**src/hsc_pkg.sv**
```systemverilog
// Package of constants and carrier types for the hot swap capability register set
`default_nettype none
package hsc_pkg;

    // ****************************************
    // Register map
    // ****************************************
    localparam logic [7:0] HSC_DWORD_OFFSET    = 8'hE4;
    localparam logic [7:0] HSC_CAP_ID_VALUE    = 8'h06;
    localparam logic [7:0] HSC_NEXT_PTR_VALUE  = 8'h00;
    localparam logic [7:0] HSC_CSR_RESET       = 8'h00;

    // ****************************************
    // Field positions in the dword
    // ****************************************
    localparam int HSC_CAP_ID_LSB   = 0;
    localparam int HSC_NEXT_PTR_LSB = 8;
    localparam int HSC_CSR_LSB      = 16;
    localparam int HSC_INSERT_BIT   = 23;
    localparam int HSC_EXT_BIT      = 22;
    localparam int HSC_LED_BIT      = 19;
    localparam int HSC_MASK_BIT     = 17;
    localparam int HSC_CSR_BYTE     = 2;

    // ****************************************
    // Carrier types
    // ****************************************
    typedef struct packed {
        logic        valid;
        logic        write;
        logic [7:0]  addr;
        logic [3:0]  primary_byte_enables_n;
        logic [31:0] wdata;
    } hsc_cfg_req_s;

    typedef struct packed {
        logic        valid;
        logic [31:0] rdata;
    } hsc_cfg_rsp_s;

endpackage
`default_nettype wire

```
**src/hsc_sync.sv**
```systemverilog
// Two flip-flop synchroniser for one pin level
`timescale 1ns/1ps
`default_nettype none
module hsc_sync (
    // Clock and reset
    input  wire logic MCLK,
    input  wire logic RESET,
    // Level in and out
    input  wire logic din,
    output logic      dout
);
    typedef struct packed {
        logic s1;
        logic s2;
    } hsc_sync_s;

    hsc_sync_s st_q;
    hsc_sync_s st_d;

    always_comb begin
        st_d    = st_q;
        st_d.s1 = din;
        st_d.s2 = st_q.s1;
    end

    always_ff @(posedge MCLK) begin
        if (RESET) begin
            st_q <= '0;
        end else begin
            st_q <= st_d;
        end
    end

    assign dout = st_q.s2;
endmodule
`default_nettype wire

```
**src/hsc_flag.sv**
```systemverilog
// Sticky event flag with write-one-to-clear, set winning over clear
`timescale 1ns/1ps
`default_nettype none
module hsc_flag (
    // Clock and reset
    input  wire logic MCLK,
    input  wire logic RESET,
    // Set and clear
    input  wire logic set_evt,
    input  wire logic clr_req,
    // Flag value
    output logic      flag
);
    typedef struct packed {
        logic f;
    } hsc_flag_s;

    hsc_flag_s st_q;
    hsc_flag_s st_d;

    always_comb begin
        st_d = st_q;
        if (clr_req) begin
            st_d.f = 1'b0;
        end
        if (set_evt) begin
            st_d.f = 1'b1;
        end
    end

    always_ff @(posedge MCLK) begin
        if (RESET) begin
            st_q <= '0;
        end else begin
            st_q <= st_d;
        end
    end

    assign flag = st_q.f;
endmodule
`default_nettype wire

```
**src/hsc_regs.sv**
```systemverilog
// Hot swap capability register dword with insertion, extraction, LED and mask
//
// How it works
// - Byte 0 reads the fixed hot swap capability identifier 0x06 and ignores writes.
// - Byte 1 reads the next pointer as zero, ending the capability list, and ignores writes.
// - Identifier, next pointer and control/status share dword 0xE4, control in bits 23:16.
// - The insertion flag sets only once the ejector handle is closed and reset is released.
// - Insertion flag drives enumeration; writing one to bit 23 clears it, zero does nothing.
// - Extraction flag sets on imminent removal, drives enumeration, write one to bit 22 clears.
// - Bit 19 is a read/write LED control, reset zero, lighting the LED when one.
// - Bit 17 is a read/write enumeration mask, reset zero, blocking enumeration when one.
// - Bits 21:20, 18 and 16 read as zero and ignore writes.
`timescale 1ns/1ps
`default_nettype none
module hsc_regs (
    // Clock and reset
    input  wire logic                  MCLK,
    input  wire logic                  RESET,
    // Configuration access
    input  wire hsc_pkg::hsc_cfg_req_s CFG_REQ,
    output var  hsc_pkg::hsc_cfg_rsp_s CFG_RSP,
    // Board pins
    input  wire logic                  EJECTOR_CLOSED,
    input  wire logic                  REMOVAL_REQUEST,
    output var  logic                  ENUM_N,
    output var  logic                  LED_ON
);
    typedef struct packed {
        logic        handle_was_q;
        logic        removal_was_q;
        logic        indicator_led_control;
        logic        enumeration_mask;
        logic        enum_n;
        logic        rsp_valid;
        logic [31:0] rsp_data;
    } hsc_regs_s;

    hsc_regs_s st_q;
    hsc_regs_s st_d;

    logic handle_sync;
    logic removal_sync;
    logic board_inserted_flag;
    logic extraction_flag;
    logic hit;
    logic csr_wr;
    logic insert_set;
    logic ext_set;
    logic insert_clr;
    logic ext_clr;

    // ****************************************
    // Pin synchronisers
    // ****************************************
    hsc_sync u_sync_handle (
        .MCLK (MCLK),
        .RESET(RESET),
        .din  (EJECTOR_CLOSED),
        .dout (handle_sync)
    );

    hsc_sync u_sync_removal (
        .MCLK (MCLK),
        .RESET(RESET),
        .din  (REMOVAL_REQUEST),
        .dout (removal_sync)
    );

    // ****************************************
    // Decode
    // ****************************************
    // Dword decode
    assign hit    = CFG_REQ.valid && (CFG_REQ.addr == hsc_pkg::HSC_DWORD_OFFSET);
    assign csr_wr = hit && CFG_REQ.write
                    && !CFG_REQ.primary_byte_enables_n[hsc_pkg::HSC_CSR_BYTE];

    // Insertion and extraction set on pin rise, clear on write of one
    assign insert_set = handle_sync && !st_q.handle_was_q;
    assign ext_set    = removal_sync && !st_q.removal_was_q;
    assign insert_clr = csr_wr && CFG_REQ.wdata[hsc_pkg::HSC_INSERT_BIT];
    assign ext_clr    = csr_wr && CFG_REQ.wdata[hsc_pkg::HSC_EXT_BIT];

    // ****************************************
    // Sticky flags
    // ****************************************
    hsc_flag u_flag_insert (
        .MCLK   (MCLK),
        .RESET  (RESET),
        .set_evt(insert_set),
        .clr_req(insert_clr),
        .flag   (board_inserted_flag)
    );

    hsc_flag u_flag_ext (
        .MCLK   (MCLK),
        .RESET  (RESET),
        .set_evt(ext_set),
        .clr_req(ext_clr),
        .flag   (extraction_flag)
    );

    // ****************************************
    // Next state
    // ****************************************
    always_comb begin
        st_d               = st_q;
        st_d.handle_was_q  = handle_sync;
        st_d.removal_was_q = removal_sync;
        if (csr_wr) begin
            st_d.indicator_led_control = CFG_REQ.wdata[hsc_pkg::HSC_LED_BIT];
            st_d.enumeration_mask      = CFG_REQ.wdata[hsc_pkg::HSC_MASK_BIT];
        end
        st_d.enum_n = !((board_inserted_flag || extraction_flag) && !st_q.enumeration_mask);
        st_d.rsp_valid = hit && !CFG_REQ.write;
        st_d.rsp_data  = 32'h0000_0000;
        if (hit && !CFG_REQ.write) begin
            st_d.rsp_data[hsc_pkg::HSC_CAP_ID_LSB +: 8]   = hsc_pkg::HSC_CAP_ID_VALUE;
            st_d.rsp_data[hsc_pkg::HSC_NEXT_PTR_LSB +: 8] = hsc_pkg::HSC_NEXT_PTR_VALUE;
            st_d.rsp_data[hsc_pkg::HSC_INSERT_BIT] = board_inserted_flag;
            st_d.rsp_data[hsc_pkg::HSC_EXT_BIT]  = extraction_flag;
            st_d.rsp_data[hsc_pkg::HSC_LED_BIT]  = st_q.indicator_led_control;
            st_d.rsp_data[hsc_pkg::HSC_MASK_BIT] = st_q.enumeration_mask;
        end
    end

    always_ff @(posedge MCLK) begin
        if (RESET) begin
            st_q        <= '0;
            st_q.enum_n <= 1'b1;
        end else begin
            st_q <= st_d;
        end
    end

    // ****************************************
    // Outputs
    // ****************************************
    assign ENUM_N        = st_q.enum_n;
    assign LED_ON        = st_q.indicator_led_control;
    assign CFG_RSP.valid = st_q.rsp_valid;
    assign CFG_RSP.rdata = st_q.rsp_data;
endmodule
`default_nettype wire

```
**config.mk**
```make
export PLATFORM = sky130hd
export DESIGN_NAME = hsc_regs
export DESIGN_NICKNAME = d
export VERILOG_FILES = /design/src/hsc_pkg.sv /design/src/hsc_sync.sv /design/src/hsc_flag.sv /design/src/hsc_regs.sv
export SDC_FILE = /design/constraint.sdc
export NUM_CORES = 1
export LEC_CHECK = 0
export BUFFER_PORTS_ARGS = -buffer_cell sky130_fd_sc_hd__buf_2
export CORE_MARGIN = 2
export CORE_UTILIZATION = 35
export CTS_BUF_LIST = sky130_fd_sc_hd__clkbuf_8
export CTS_CLUSTER_SIZE = 10
export DETAILED_ROUTE_END_ITERATION = 10
export PLACE_DENSITY_LB_ADDON = 0.25
export SLEW_MARGIN = 20
export SYNTH_ARGS = -nofsm -noshare
export SYNTH_HDL_FRONTEND = slang
export SYNTH_SLANG_ARGS = --single-unit
```
**constraint.sdc**
```tcl
create_clock -name MCLK -period 1.1 [get_ports MCLK]
set_input_delay 0.11 -clock MCLK [delete_from_list [all_inputs] [get_ports MCLK]]
set_output_delay 0.11 -clock MCLK [all_outputs]
set_load 0.02 [all_outputs]
```
Yosys cells after proc, flatten, opt, wreduce, memory -nomap -nowiden

Index checks and enable logic that the tools add are counted.

Bits in registers: 44

Equal/unequal tests: 1
Mux-type cells: 5
Bitwise operators: 1
Reduce and logical (&&, ||, !) cells: 19

Operator list:

| kind                                       | number |
|---|---|
| logical AND 1 bit                          | 9 |
| equality test 8 bit, second input constant | 1 |
| logical NOT 1 bit                          | 6 |
| 2-to-1 mux 1 bit                           | 4 |
| nonzero test 2 bit                         | 2 |
| 2-to-1 mux 3 bit                           | 1 |
| OR reduction 2 bit                         | 1 |
| logical OR 1 bit                           | 1 |
| NOT 1 bit                                  | 1 |

Longest topological paths before layout

Word-level depth: 7
Gate-level depth with buffers: 3
Depth with buffers taken out: 3

Modules after synthesis

A second synthesis with hierarchy kept.

Cell total of the unflattened synthesis: 85
Area, all modules: 815.8 µm²

Modules (own cells, without submodules):

| module   | times used | cells each | area each (µm²) | seq. area each (µm²) |
|---|---|---|---|---|
| hsc_regs | 1          | 69         | 633.1           | 200.2 |
| hsc_sync | 2          | 4          | 52.6            | 40.0 |
| hsc_flag | 2          | 4          | 38.8            | 20.0 |

Worst setup path after synthesis

No wires, ideal clock.

Kind: input to register
From: input port CFG_REQ[37] (netlist bit)
To: register st_q, in the netlist LED_ON
Data arrival time: 926 ps
Path slack: 102 ps
Stages: 3
Buffers on the path: 0
Cells stage by stage: or2_4 > nor4_4 > mux2i_1

Word-level cells in the longest chain between the ends: 4

Ends and longest elaborated chain:

| element              | RTL line        | source |
|---|---|---|
| from (decl)          | hsc_regs.sv:20  | `input wire hsc_pkg::hsc_cfg_req_s CFG_REQ,` |
| equality test 8 bit  | hsc_regs.sv:73  | `assign hit = CFG_REQ.valid && (CFG_REQ.addr == hsc_pkg::HSC_DWORD_OFFSET);` |
| logical AND 1 bit    | hsc_regs.sv:73  |  |
| logical AND 1 bit    | hsc_regs.sv:74  | `assign csr_wr = hit && CFG_REQ.write` |
| logical AND 1 bit    | hsc_regs.sv:75  | `&& !CFG_REQ.primary_byte_enables_n[hsc_pkg::HSC_CSR_BYTE];` |
| to (signal assigned) | hsc_regs.sv:131 | `st_q <= st_d;` |
| to (decl)            | hsc_regs.sv:38  | `hsc_regs_s st_q;` |

Every way passes these cells.
A chain may end at the register's enable or synchronous reset.

Worst setup path after layout

Same ends and word-level chain as after synthesis.

==> results.json <==
{
  "finalPower_mw": 1.27,
  "cts_buffer_depth": 2,
  "worstHoldStart": "CFG_REQ[23]",
  "clkLatencyLatePin_ns": 0.24,
  "wl_mm": 1.12,
  "worst_setup_path_start_kind": "primary input",
  "fin_skew_ns": 0.000742,
  "htreeDepth": 1,
  "status": "completed",
  "peakVddDrop_mv": 0.911,
  "required_ns": 1.27,
  "cts_setup_buffers": 0,
  "yosysTopAreaCell": "dfxtp_1",
  "final_util_pct": 41.4,
  "placementRows": 17,
  "final-max-slew-violation-count": 0,
  "finalCriticalPeriod_ns": 0.910,
  "critPathSlowestCell": "or2_4",
  "crit_family": "simple AND/OR/NAND/NOR gates",
  "layout.nets": 157,
  "p_int_mw": 0.963,
  "io_buffers": 27,
  "cp-end-kind": "flop",
  "numCtsBuffers": 3,
  "wire_per_inst_um": 8.39,
  "antenna_found_initial": 0,
  "core_area_sq_um": 2230,
  "postLayoutCellArea_sq_um": 925,
  "place_area_sq_um": 870,
  "layout_common_cells": "buf_2, conb_1, dfxtp_1",
  "grt_max_degree": 14,
  "die_h_um": 53.1,
  "worstSetupStartpoint": "CFG_REQ[37]",
  "dieArea_sq_um": 2810,
  "cts_sinks": 16,
  "arrival_ns": 1.08,
  "hp-class": "in2reg",
  "globalplace.congestion": 0.652,
  "avgSynthCellArea_sq_um": 10.3,
  "post_cts_resized": 0,
  "ys_types": 16,
  "grt_setup_unrepaired": "no",
  "dr.first_iter.drc_count": 8,
  "postSynthCellCount": 82,
  "grt_pass1_vias": 398,
  "reg2reg_from": "st_q[36]$_SDFF_PP0_",
  "drcViolationCount": 0,
  "vias_per_cell": 3.65,
  "final_common_cell": "buf_2",
  "path_cells": "buf_2 > or2_4 > nor4_4 > buf_4 > mux2i_1",
  "final_layout_size_suffix_gt1_share_pct": 35.8,
  "cts_tree": "yes",
  "antenna_left": 0,
  "clkPwrFrac_pct": 39.6,
  "ys_seq_area_share_pct": 38.0,
  "ys_warn_count": 0,
  "ioPinCount": 85,
  "area_growth_pct": 9.81,
  "p_seq_share_pct": 47.1,
  "setup_violations": 0,
  "total_leakage_power_nw": 0.477,
  "grt_use_total_pct": 8.58,
  "synth_top_area_share_pct": 38.0,
  "hpwlAfterDp_um": 956,
  "cap_violations": 0,
  "path_max_fanout": 4,
  "die_w_um": 53.1,
  "via_count": 489,
  "clk_pin_slew_ns": 0.06,
  "powerDensity_nw_per_um2": 1380,
  "grt_pass1_wl_mm": 1.65,
  "worst-setup-path-type": "in2reg",
  "hold_violations": 0,
  "post-route-period-util_pct": 82.7,
  "p_switching_mw": 0.310,
  "combPwrFrac_pct": 13.3,
  "firstDrtPassIters": 2,
  "synth_seq_cells": 16,
  "cts_hold_buf": 0,
  "synth_area_sq_um": 842,
  "start_util_pct": 37.7,
  "cts_root_buf": "clkbuf_8",
  "critical_path.max_stage_delay_ns": 0.27,
  "synth_area_leaders": "dfxtp_1, buf_4, nor2b_1",
  "fmax_mhz": 1100,
  "overflow": 0,
  "swShare_pct": 24.4,
  "critPathBufInv": 2,
  "num_antenna_cells": 0
}
==> layout make-up <==
class                   count  area (sq um)
fillers                   232          1310
clock buffers               4          55.1
multi-input cells          57           364
flip-flops and latches     16           320
well taps                  28          35.0
repair buffers             29           150
==> metal layers <==
layer	vias to the layer above	track usage, %	part of all wire [%]
met5	-	0	0
met4	0	2.56	0
met1	213	7.77	37
met2	27	15.8	53
met3	0	5.08	9.5
li1	249	-	-
==> flip-flops by register name, summed over array words and instances (netlist names) <==
signal,flops
CFG_RSP,5
st_q,3
ENUM_N,1
LED_ON,1
u_flag_ext.flag,1
u_flag_insert.flag,1
u_sync_handle.dout,1
u_sync_handle.st_d,1
u_sync_removal.dout,1
u_sync_removal.st_d,1
==> synthesized netlist by cell type, drive strengths merged <==
| master | n |
|---|---|
| buf | 33 |
| dfxtp | 16 |
| nor2b | 8 |
| nand2b | 7 |
| and2 | 4 |
| a311oi | 2 |
| mux2i | 2 |
| nor2 | 2 |
| clkbuf | 1 |
| conb | 1 |
| nand3b | 1 |
| nand4b | 1 |
| nor4 | 1 |
| nor4b | 1 |
| o21ai | 1 |
| or2 | 1 |
==> cells by family (layout without fill, tap and decap cells) <==
logic type / Yosys count / in the layout / share of synthesized area [%]
DFF: 16 / 16 / 38.0
other: 1 / 26 / 0.445
and+or+nand+nor: 26 / 26 / 26.6
muxes: 2 / 2 / 2.38
AOI/OAI and AO/OA: 3 / 3 / 2.67
buffers and inverters: 34 / 33 / 29.9
==> power by group through the flow <==
stage	Sequential (mW)	Combinational, mW	Clock (mW)
after floorplan	0.614	0.190	0
after global routing	0.601	0.186	0.547
after detailed placement	0.613	0.170	0
after global placement	0.612	0.166	0
final	0.599	0.169	0.504
after CTS	0.600	0.170	0.525
==> final timing paths <==
kind | to | slack [ns] | depth (start not counted)
worst max-delay path | LED_ON$_SDFFE_PP0N_ | 0.19 | 5
worst min-delay path | u_flag_insert.flag$_SDFFE_PP0P_ | 0.06 | 2
worst max register to register | u_flag_ext.flag$_SDFFE_PP0P_ | 0.22 | 3
worst min register to register | u_sync_handle.dout$_SDFF_PP0_ | 0.44 | 1
==> through the flow <==
stage          setup WS, ns  cells  setup TNS, ns  hold WS [ns]
2_1_floorplan         0.102    107              0         0.219
3_3_place_gp        -0.0369    130        -0.0958         0.314
3_5_place_dp        -0.0700    130         -0.176         0.318
4_1_cts               0.197    134              0        0.0527
5_1_grt               0.147    134              0        0.0610
6_report              0.190    134              0        0.0574
Note: power is estimated with default switching activity, not from simulation.
